--- config.mk ---
export PLATFORM = sky130hd
export DESIGN_NAME = hjb_exec
export DESIGN_NICKNAME = d
export VERILOG_FILES = /design/src/rtl/hjb_pkg.sv /design/src/rtl/hjb_exec.sv /design/src/rtl/hjb_lane_extract.sv
export SDC_FILE = /design/constraint.sdc
export NUM_CORES = 1
export LEC_CHECK = 0
export BUFFER_PORTS_ARGS = -buffer_cell sky130_fd_sc_hd__buf_2
export CORE_ASPECT_RATIO = 1.4
export CORE_MARGIN = 8
export CORE_UTILIZATION = 48
export CTS_BUF_LIST = sky130_fd_sc_hd__clkbuf_8
export DETAILED_ROUTE_END_ITERATION = 16
export PLACE_DENSITY = 0.81
export SETUP_SLACK_MARGIN = 0.4
export SLEW_MARGIN = 30
export SYNTH_ARGS = -nofsm -noshare
export SYNTH_HDL_FRONTEND = slang
export SYNTH_HIERARCHICAL = 1
export SYNTH_SLANG_ARGS = --single-unit
--- constraint.sdc ---
create_clock -name core_clk_in -period 4.5 [get_ports core_clk_in]
set_clock_uncertainty 0.15 [all_clocks]
set_input_delay 1.125 -clock core_clk_in [delete_from_list [all_inputs] [get_ports core_clk_in]]
set_output_delay 1.125 -clock core_clk_in [all_outputs]
set_load 0.05 [all_outputs]
--- src/rtl/hjb_pkg.sv ---
// Package for the barrier jump and byte load execution block.
// Assumes a 32-bit core; shared by the decoder and the byte lane unit.
package hjb_pkg;
    localparam int          WORD_W        = 32;
    // Primary opcodes, bits 31..26
    localparam logic [5:0]  OP_REGULAR    = 6'h00;
    localparam logic [5:0]  OP_EXT_GROUP  = 6'h1F;
    localparam logic [5:0]  OP_LD_SBYTE   = 6'h20;
    localparam logic [5:0]  OP_LD_UBYTE   = 6'h24;
    // Function codes, bits 5..0
    localparam logic [5:0]  FN_JUMP_REG   = 6'h08;
    localparam logic [5:0]  FN_LD_SBYTE_U = 6'h2C;
    localparam logic [5:0]  FN_LD_UBYTE_U = 6'h28;
    // Field positions
    localparam int          POS_OP        = 26;
    localparam int          POS_SRC       = 21;
    localparam int          POS_TGT       = 16;
    localparam int          POS_BARRIER   = 10;
    localparam int          POS_OFF9      = 7;
    // Segment access modes for user space loads
    localparam logic [2:0]  SEG_MAPPED_USER_KERNEL_SEGMENT_MODE     = 3'h1;
    localparam logic [2:0]  SEG_UNMAPPED_USER_SEGMENT_MODE      = 3'h2;
    localparam logic [2:0]  SEG_MAPPED_USER_SUPER_KERNEL_MODE      = 3'h3;
    // Exception cause codes reported by this block
    localparam logic [3:0]  EXC_NONE      = 4'h0;
    localparam logic [3:0]  EXC_ADDR      = 4'h1;
    localparam logic [3:0]  EXC_TLB_REFIL = 4'h2;
    localparam logic [3:0]  EXC_TLB_INVAL = 4'h3;
    localparam logic [3:0]  EXC_BUS       = 4'h4;
    localparam logic [3:0]  EXC_WATCH     = 4'h5;
    localparam logic [3:0]  EXC_RESV_INS  = 4'h6;
    localparam logic [3:0]  EXC_COP_UNUSE = 4'h7;
    // Reset values
    localparam logic [31:0] RST_PC        = 32'hBFC0_0000;
    localparam logic        RST_ISA_SEL   = 1'b0;
    typedef enum logic [1:0] {ST_IDLE, ST_SLOT, ST_XLATE, ST_MEM} hjb_state_type;
endpackage

--- src/rtl/hjb_exec.sv ---
// Execution unit for barrier jump register and byte loads.
// Assumes register reads, translation and memory replies come from the core.
//
// Contract
// - Barrier clears hazards before target fetch
// - Barrier jump accepted in every mode
// - Instruction bit 10 selects barrier form
// - Compressed ISA: select from bit0, clear bit0
// - No compressed ISA: low bits nonzero fault
// - Compressed ISA: bit0 zero bit1 one faults
// - Delay slot hazards stay uncleared
// - Execution barrier clears execution hazards only
// - Signed byte load sign-extends fetched byte
// - Unsigned byte load zero-extends fetched byte
// - Lane is address xor big order
// - Plain loads: no alignment, four exceptions
// - User space loads use 9-bit offset
// - User space loads reach three user segments
// - User space loads need addressing present bit
// - User space loads need control access enabled
// - User space loads report seven exception kinds
// - Delay slot executes before transfer
`timescale 1ns/1ps
module hjb_exec (
    input  wire logic        core_clk_in,
    input  wire logic        srst_in,
    // Instruction issue
    input  wire logic        instr_valid_in,
    input  wire logic [31:0] instr_in,
    input  wire logic [31:0] src_reg_val_in,
    input  wire logic        slot_done_in,
    input  wire logic        execution_barrier_in,
    // Configuration and mode
    input  wire logic        compressed_isa_present_in,
    input  wire logic        extended_virtual_addressing_present_in,
    input  wire logic        control_access_en_in,
    input  wire logic        kernel_mode_in,
    input  wire logic        big_order_cpu_flag_in,
    input  wire logic        reverse_byte_order_flag_in,
    // Translation
    input  wire logic        xlate_done_in,
    input  wire logic [31:0] xlate_paddr_in,
    input  wire logic [2:0]  xlate_seg_mode_in,
    input  wire logic        xlate_refill_in,
    input  wire logic        xlate_invalid_in,
    input  wire logic        xlate_addr_err_in,
    input  wire logic        xlate_watch_in,
    // Memory
    input  wire logic        mem_done_in,
    input  wire logic [31:0] mem_word_in,
    input  wire logic        mem_bus_err_in,
    // Fetch side alignment check
    input  wire logic        fetch_target_in,
    // Results
    output logic             busy_out,
    output logic             xlate_req_out,
    output logic [31:0]      xlate_vaddr_out,
    output logic             xlate_user_map_out,
    output logic             mem_req_out,
    output logic [31:0]      mem_paddr_out,
    output logic             wb_valid_out,
    output logic [4:0]       wb_reg_out,
    output logic [31:0]      wb_data_out,
    output logic             pc_load_out,
    output logic [31:0]      pc_out,
    output logic             instruction_set_select_out,
    output logic             exec_hazard_clear_out,
    output logic             instr_hazard_clear_out,
    output logic             exc_valid_out,
    output logic [3:0]       exc_code_out
);
    import hjb_pkg::*;

    typedef struct packed {
        hjb_state_type st;
        logic          is_signed;
        logic          user_sp;
        logic [4:0]    tgt;
        logic [31:0]   vaddr;
        logic [31:0]   jtarget;
        logic          jbarrier;
        logic          target_misalign;
        logic          busy;
        logic          xreq;
        logic          xuser;
        logic          mreq;
        logic [31:0]   paddr;
        logic          wb_v;
        logic [4:0]    wb_r;
        logic [31:0]   wb_d;
        logic          pc_ld;
        logic [31:0]   pc;
        logic          isa_sel;
        logic          ehz;
        logic          ihz;
        logic          exc_v;
        logic [3:0]    exc_c;
    } hjb_regs_type;

    hjb_regs_type cur_ff;
    hjb_regs_type nxt_ff;

    logic [31:0] lane_value;

    // Sign extended offset helpers
    function automatic logic [31:0] sext16(input logic [15:0] v);
        return {{16{v[15]}}, v};
    endfunction
    function automatic logic [31:0] sext9(input logic [8:0] v);
        return {{23{v[8]}}, v};
    endfunction
    // Target alignment fault depends on compressed ISA presence
    function automatic logic target_fault(input logic [31:0] t, input logic ca);
        return ca ? (~t[0] & t[1])
                  : (t[1:0] != 2'h0);
    endfunction

    // Decode of the issued word
    logic [5:0] op;
    logic [5:0] fn;
    logic       dec_jr;
    logic       dec_lb;
    logic       dec_lbu;
    logic       dec_lbe;
    logic       dec_load_unsigned_byte_user_space;
    always_comb begin
        op       = instr_in[31:POS_OP];
        fn       = instr_in[5:0];
        dec_jr   = (op == OP_REGULAR) && (fn == FN_JUMP_REG) && (instr_in[20:11] == 10'h000);
        dec_lb   = (op == OP_LD_SBYTE);
        dec_lbu  = (op == OP_LD_UBYTE);
        dec_lbe  = (op == OP_EXT_GROUP) && (fn == FN_LD_SBYTE_U) && !instr_in[6];
        dec_load_unsigned_byte_user_space = (op == OP_EXT_GROUP) && (fn == FN_LD_UBYTE_U) && !instr_in[6];
    end

    hjb_lane_extract u_lane (
        .word_in               (mem_word_in),
        .vaddr_lo_in           (cur_ff.vaddr[1:0]),
        .big_order_cpu_flag_in (big_order_cpu_flag_in),
        .signed_in             (cur_ff.is_signed),
        .value_out             (lane_value)
    );

    // Next state logic
    always_comb begin
        nxt_ff       = cur_ff;
        nxt_ff.wb_v  = 1'b0;
        nxt_ff.pc_ld = 1'b0;
        nxt_ff.ehz   = 1'b0;
        nxt_ff.ihz   = 1'b0;
        nxt_ff.exc_v = 1'b0;
        nxt_ff.exc_c = EXC_NONE;
        // Execution barrier clears only execution hazards
        if (execution_barrier_in) begin
            nxt_ff.ehz = 1'b1;
        end
        // Alignment fault raised only when the target is fetched
        if (fetch_target_in && cur_ff.target_misalign) begin
            nxt_ff.exc_v           = 1'b1;
            nxt_ff.exc_c           = EXC_ADDR;
            nxt_ff.target_misalign = 1'b0;
        end
        unique case (cur_ff.st)
            ST_IDLE: begin
                if (instr_valid_in && dec_jr) begin
                    // Accepted regardless of mode or access enable
                    nxt_ff.jbarrier = instr_in[POS_BARRIER];
                    nxt_ff.jtarget  = src_reg_val_in;
                    nxt_ff.st       = ST_SLOT;
                    nxt_ff.busy     = 1'b1;
                end else if (instr_valid_in && (dec_lb || dec_lbu)) begin
                    nxt_ff.vaddr     = sext16(instr_in[15:0]) + src_reg_val_in;
                    nxt_ff.is_signed = dec_lb;
                    nxt_ff.user_sp   = 1'b0;
                    nxt_ff.tgt       = instr_in[20:POS_TGT];
                    nxt_ff.xreq      = 1'b1;
                    nxt_ff.xuser     = 1'b0;
                    nxt_ff.st        = ST_XLATE;
                    nxt_ff.busy      = 1'b1;
                end else if (instr_valid_in && (dec_lbe || dec_load_unsigned_byte_user_space)) begin
                    if (!extended_virtual_addressing_present_in) begin
                        nxt_ff.exc_v = 1'b1;
                        nxt_ff.exc_c = EXC_RESV_INS;
                    end else if (!control_access_en_in) begin
                        nxt_ff.exc_v = 1'b1;
                        nxt_ff.exc_c = EXC_COP_UNUSE;
                    end else begin
                        nxt_ff.vaddr     = sext9(instr_in[15:POS_OFF9]) + src_reg_val_in;
                        nxt_ff.is_signed = dec_lbe;
                        nxt_ff.user_sp   = 1'b1;
                        nxt_ff.tgt       = instr_in[20:POS_TGT];
                        nxt_ff.xreq      = 1'b1;
                        nxt_ff.xuser     = kernel_mode_in;
                        nxt_ff.st        = ST_XLATE;
                        nxt_ff.busy      = 1'b1;
                    end
                end
            end
            ST_SLOT: begin
                // Delay slot runs first; its hazards are not covered
                if (slot_done_in) begin
                    nxt_ff.pc_ld = 1'b1;
                    if (compressed_isa_present_in) begin
                        nxt_ff.pc      = {cur_ff.jtarget[31:1], 1'b0};
                        nxt_ff.isa_sel = cur_ff.jtarget[0];
                    end else begin
                        nxt_ff.pc = cur_ff.jtarget;
                    end
                    nxt_ff.target_misalign = target_fault(cur_ff.jtarget, compressed_isa_present_in);
                    nxt_ff.ehz  = cur_ff.jbarrier | execution_barrier_in;
                    nxt_ff.ihz  = cur_ff.jbarrier;
                    nxt_ff.st   = ST_IDLE;
                    nxt_ff.busy = 1'b0;
                end
            end
            ST_XLATE: begin
                if (xlate_done_in) begin
                    nxt_ff.xreq = 1'b0;
                    nxt_ff.st   = ST_IDLE;
                    nxt_ff.busy = 1'b0;
                    nxt_ff.exc_v = 1'b1;
                    // Exception priority: refill, invalid, address, watch
                    if (xlate_refill_in) begin
                        nxt_ff.exc_c = EXC_TLB_REFIL;
                    end else if (xlate_invalid_in) begin
                        nxt_ff.exc_c = EXC_TLB_INVAL;
                    end else if (xlate_addr_err_in ||
                                 (cur_ff.user_sp && xlate_seg_mode_in != SEG_MAPPED_USER_KERNEL_SEGMENT_MODE &&
                                  xlate_seg_mode_in != SEG_UNMAPPED_USER_SEGMENT_MODE && xlate_seg_mode_in != SEG_MAPPED_USER_SUPER_KERNEL_MODE)) begin
                        nxt_ff.exc_c = EXC_ADDR;
                    end else if (xlate_watch_in) begin
                        nxt_ff.exc_c = EXC_WATCH;
                    end else begin
                        nxt_ff.exc_v = 1'b0;
                        nxt_ff.paddr = {xlate_paddr_in[31:2],
                                        xlate_paddr_in[1:0] ^ {2{reverse_byte_order_flag_in}}};
                        nxt_ff.mreq  = 1'b1;
                        nxt_ff.st    = ST_MEM;
                        nxt_ff.busy  = 1'b1;
                    end
                end
            end
            ST_MEM: begin
                if (mem_done_in) begin
                    nxt_ff.mreq = 1'b0;
                    nxt_ff.st   = ST_IDLE;
                    nxt_ff.busy = 1'b0;
                    // Bus errors exist only for the user space forms
                    if (mem_bus_err_in && cur_ff.user_sp) begin
                        nxt_ff.exc_v = 1'b1;
                        nxt_ff.exc_c = EXC_BUS;
                    end else begin
                        nxt_ff.wb_v = 1'b1;
                        nxt_ff.wb_r = cur_ff.tgt;
                        nxt_ff.wb_d = lane_value;
                    end
                end
            end
        endcase
    end

    // State register, synchronous reset
    always_ff @(posedge core_clk_in) begin
        if (srst_in) begin
            cur_ff         <= '0;
            cur_ff.st      <= ST_IDLE;
            cur_ff.pc      <= RST_PC;
            cur_ff.isa_sel <= RST_ISA_SEL;
        end else begin
            cur_ff <= nxt_ff;
        end
    end

    // Outputs straight from flops
    assign busy_out                   = cur_ff.busy;
    assign xlate_req_out              = cur_ff.xreq;
    assign xlate_vaddr_out            = cur_ff.vaddr;
    assign xlate_user_map_out         = cur_ff.xuser;
    assign mem_req_out                = cur_ff.mreq;
    assign mem_paddr_out              = cur_ff.paddr;
    assign wb_valid_out               = cur_ff.wb_v;
    assign wb_reg_out                 = cur_ff.wb_r;
    assign wb_data_out                = cur_ff.wb_d;
    assign pc_load_out                = cur_ff.pc_ld;
    assign pc_out                     = cur_ff.pc;
    assign instruction_set_select_out = cur_ff.isa_sel;
    assign exec_hazard_clear_out      = cur_ff.ehz;
    assign instr_hazard_clear_out     = cur_ff.ihz;
    assign exc_valid_out              = cur_ff.exc_v;
    assign exc_code_out               = cur_ff.exc_c;

    // Checks
    property p_barrier_clear;
        @(posedge core_clk_in) disable iff (srst_in)
        (cur_ff.st == ST_SLOT && slot_done_in && cur_ff.jbarrier) |=> (instr_hazard_clear_out && pc_load_out);
    endproperty
    a_barrier_clear: assert property (p_barrier_clear) else $error("barrier did not clear hazards");
    property p_ihz_only_jump;
        @(posedge core_clk_in) disable iff (srst_in)
        instr_hazard_clear_out |-> pc_load_out;
    endproperty
    a_ihz_only_jump: assert property (p_ihz_only_jump) else $error("instruction hazard cleared without jump");
    property p_ca_pc;
        @(posedge core_clk_in) disable iff (srst_in)
        (pc_load_out && compressed_isa_present_in) |-> (pc_out[0] == 1'b0);
    endproperty
    a_ca_pc: assert property (p_ca_pc) else $error("pc bit0 not cleared");
    property p_no_jump_exc;
        @(posedge core_clk_in) disable iff (srst_in)
        (cur_ff.st == ST_SLOT) |=> !exc_valid_out || $past(fetch_target_in);
    endproperty
    a_no_jump_exc: assert property (p_no_jump_exc) else $error("jump raised exception");
    property p_slot_first;
        @(posedge core_clk_in) disable iff (srst_in)
        (cur_ff.st == ST_SLOT && !slot_done_in) |=> !pc_load_out;
    endproperty
    a_slot_first: assert property (p_slot_first) else $error("transfer before delay slot");
    property p_phys_xor;
        @(posedge core_clk_in) disable iff (srst_in)
        (cur_ff.st == ST_XLATE && xlate_done_in && nxt_ff.st == ST_MEM) |=>
            mem_paddr_out[1:0] == ($past(xlate_paddr_in[1:0]) ^ {2{$past(reverse_byte_order_flag_in)}});
    endproperty
    a_phys_xor: assert property (p_phys_xor) else $error("physical low bits wrong");
    property p_eva_absent;
        @(posedge core_clk_in) disable iff (srst_in)
        (cur_ff.st == ST_IDLE && instr_valid_in && (dec_lbe || dec_load_unsigned_byte_user_space) && !extended_virtual_addressing_present_in)
            |=> (exc_valid_out && exc_code_out == EXC_RESV_INS && cur_ff.st == ST_IDLE);
    endproperty
    a_eva_absent: assert property (p_eva_absent) else $error("user load ran without feature");
    property p_unsigned_zero;
        @(posedge core_clk_in) disable iff (srst_in)
        (cur_ff.st == ST_MEM && mem_done_in && !cur_ff.is_signed && !(mem_bus_err_in && cur_ff.user_sp))
            |=> (wb_valid_out && wb_data_out[31:8] == 24'h00_0000);
    endproperty
    a_unsigned_zero: assert property (p_unsigned_zero) else $error("unsigned load not zero extended");
    property p_signed_ext;
        @(posedge core_clk_in) disable iff (srst_in)
        (wb_valid_out && $past(cur_ff.is_signed)) |-> (wb_data_out[31:8] == {24{wb_data_out[7]}});
    endproperty
    a_signed_ext: assert property (p_signed_ext) else $error("signed load not sign extended");
    c_jump: cover property (@(posedge core_clk_in) disable iff (srst_in) pc_load_out && instr_hazard_clear_out);
    c_load: cover property (@(posedge core_clk_in) disable iff (srst_in) wb_valid_out);
    c_fault: cover property (@(posedge core_clk_in) disable iff (srst_in) exc_valid_out && exc_code_out == EXC_ADDR);
endmodule

--- src/rtl/hjb_lane_extract.sv ---
// Byte lane select and extension for byte loads.
// Pure combinational; the caller registers the result.
`timescale 1ns/1ps
module hjb_lane_extract (
    input  wire logic [31:0] word_in,
    input  wire logic [1:0]  vaddr_lo_in,
    input  wire logic        big_order_cpu_flag_in,
    input  wire logic        signed_in,
    output logic      [31:0] value_out
);
    import hjb_pkg::*;
    logic [1:0] lane;
    logic [7:0] byte_val;
    // Lane from low address bits, flipped for big order
    always_comb begin
        lane      = vaddr_lo_in ^ {2{big_order_cpu_flag_in}};
        byte_val  = word_in[8*lane +: 8];
        value_out = signed_in ? {{24{byte_val[7]}}, byte_val}
                              : {24'h00_0000, byte_val};
    end
endmodule

==> results.yml <==
run_status:
  status: "complete, no violations"
power:
  power.leakage_nw: 4.79
  power-per-cell-area_nw_per_um2: 305
  irDropWorstVdd_uv: 200
finish:
  utilization: 0.531
  syn_to_final_growth_pct: 9.06
  multi_input_area_um2: 4990
  register_area_um2: 3780
  fin_nets: 1620
  fill_cells: 2026
  design_area_um2: 11200
  drive_gt1_frac: 0.254
worst_setup_path:
  critPathMaxFanout: 4
  crit_chain: "buf_2 -> nor4_4 -> and3_1 -> nand2_1 -> nand2_1 -> ha_1 -> inv_1 -> fa_1 -> nor2b_1 -> o2111ai_1 -> a211oi_2 -> o31ai_2 -> a21oi_1 -> mux2_2 -> o22ai_1"
  max_stage_delay_ns: 0.40
  cpMostUsedCell: "nand2_1"
  crit_buf_inv: 2
  cp_slowest_cell: "fa_1"
  cp.arrival_ns: 4.22
  cpLargestDelayFamily: "compound AO/OA/AOI/OAI gates"
  cp.required_ns: 4.77
  start_kind: "primary input"
  path_class: "in -> reg"
  endpoint_kind: "flop"
worst_hold_path:
  hp-class: "reg -> reg"
route:
  wl_mm: 31.0
  drtAntennaViolNets: 0
  wire_per_inst_um: 18.0
  drc_errors: 0
  post_drt_via_cell_ratio: 5.38
  drtIter0Drc: 410
  vias: 9241
  first_pass_iters: 6
global_routing:
  grt_first_pass_wirelength_mm: 47.4
  grt_pass1_vias: 8895
  antenna_found_initial: 16
  track_usage: 0.228
  grt_max_degree: 93
  overflow: 0
timing:
  fmax_mhz: 253
  rsz0062_at_grt: "true"
  slew-limit-headroom: 0.403
  hold_violations: 0
  min_period_over_period: 0.877
  fin_hold_ws_ns: 0.300
  report.final.slew_viol_count: 0
  min_period_ns: 3.95
  tightest_slew_ns: 0.896
  setup_violations: 0
  fin_tns_setup_ns: 0
synth:
  async_flop_share: 0
  syn_inst: 1337
  yosys.area.top_type_share: 0.368
  yosysMostFrequentCell: "nand2_1"
  synth_nets: 1520
  ys_ff_latch: 189
  synth_top_cells_by_count: "nand2_1 (370), dfxtp_1 (189), a21oi_1 (184)"
  avgSynthCellArea_um2: 7.69
  synth_edf_count: 0
  synth_ff_type: "dfxtp_1"
  ys_seq_area_frac: 0.368
  ys_top_cells_by_area: "dfxtp_1 (37%), nand2_1 (14%), buf_4 (12%)"
  synthesis.area_um2: 10300
  synth_top_area_cell: "dfxtp_1"
  synth_cell_types: 67
  yosys_warnings: 6
clock_tree:
  cts_tree: "built"
  ctsRootBufferMaster: "clkbuf_8"
  clk_path_buf_depth: 2
  postCtsSetupBuffers: 0
  h-tree-depth: 4
  cts_buffers: 17
  clock_latency_ns: 0.49
  clk_pin_slew_worst_paths_ns: 0.12
  clock-sinks: 189
placed_design:
  dpl.hpwl_mm: 24.5
  routabilityCongestion: 0.929
  place_area_um2: 10800
  port_buffers: 290
floorplanning:
  io_pins: 297
  die_x_um: 140
  rows: 63
  die_h_um: 189
  dieArea_um2: 26400
  initial_utilization: 0.486
  coreArea_um2: 21100
run:
  max-cap-violations: 0
## cell families (layout without fill, tap and decap cells)
kind of cell               after synthesis  after routing  share of synthesized area
and+or+nand+nor                        531            531                      0.222
muxes                                   16             16                     0.0269
adders and majority gates               33             33                     0.0409
buffers and inverters                  243            356                      0.150
other                                    1             10                   0.000365
DFF                                    189            189                      0.368
AOI/OAI and AO/OA                      304            304                      0.174
xor gates and xnor gates                20             20                     0.0178
## placed cells by master (no fill, tap or decap), types with 8 or more instances in the layout
cell type	instances
nor2b_1	9
clkbuf_8	17
nand3_1	32
diode_2	9
nor2_1	44
dfxtp_1	189
a21o_1	19
ha_1	32
buf_2	289
nand2_1	367
nor3_1	16
inv_1	11
a31oi_1	8
xnor2_1	14
buf_4	23
a211oi_1	12
a21oi_1	183
and2_1	8
o21ai_0	21
## worst min-delay path, stage by stage, from the launching register on
cell and delay, ns:
dfxtp_1 0.32, nand2_1 0.05, a21oi_1 0.05
## report_power, final
| group | switching (W) | internal [W] | leakage, nW |
|---|---|---|---|
| registers | 0.0000105 | 0.00169 | 1.52 |
| clock network | 0.000722 | 0.000431 | 0.209 |
| logic | 0.000358 | 0.000208 | 3.06 |
## stage by stage
step	worst slack, ns	power [W]	cells
finish	0.553	0.00342	1719
global route	0.349	0.00356	1718
CTS	0.603	0.00345	1710
detailed placement	0.0824	0.00230	1678
global placement	0.128	0.00229	1678
floorplan	0.416	0.00212	1337
## routing by layer
layer  track usage  up-vias  wire [µm]
met3        0.0844       50       2750
met4        0.0779       14        667
met2         0.425      332      16200
met1         0.228     4258      11300
met5             0        -         82
li1              -     4587          -
## layout make-up
class	count	area share
Tap cell	260	0.0290
Sequential cell	189	0.338
Clock inverter	15	0.0162
Timing Repair Buffer	313	0.145
Inverter	11	0.00368
Clock buffer	17	0.0209
Multi-Input combinational cell	905	0.445
Antenna cell	9	0.00201
## flip-flops by register name, indices dropped and copies added, names as in the netlist, 3 cells and up
signal,cells
cur_ff,43
exc_code_out,3
mem_paddr_out,32
pc_out,32
wb_data_out,32
wb_reg_out,5
xlate_vaddr_out,32
## timing repair
action / in CTS / in global routing
hold buffers: 0 / 0
endpoints found under the hold margin: 0 / 0
setup endpoints to repair: 0 / 5
resized for setup: 0 / 3
## worst paths after layout
check	start	end	slack (ns)	cells past startpoint
max reg2reg	cur_ff[188]	pc_out[0]	2.16	5
max	instr_in[30]	xlate_vaddr_out[24]	0.55	15
min	xlate_vaddr_out[7]	xlate_vaddr_out[7]	0.30	2
min reg2reg	xlate_vaddr_out[7]	xlate_vaddr_out[7]	0.30	2
Power figures use the tool's default switching activity.
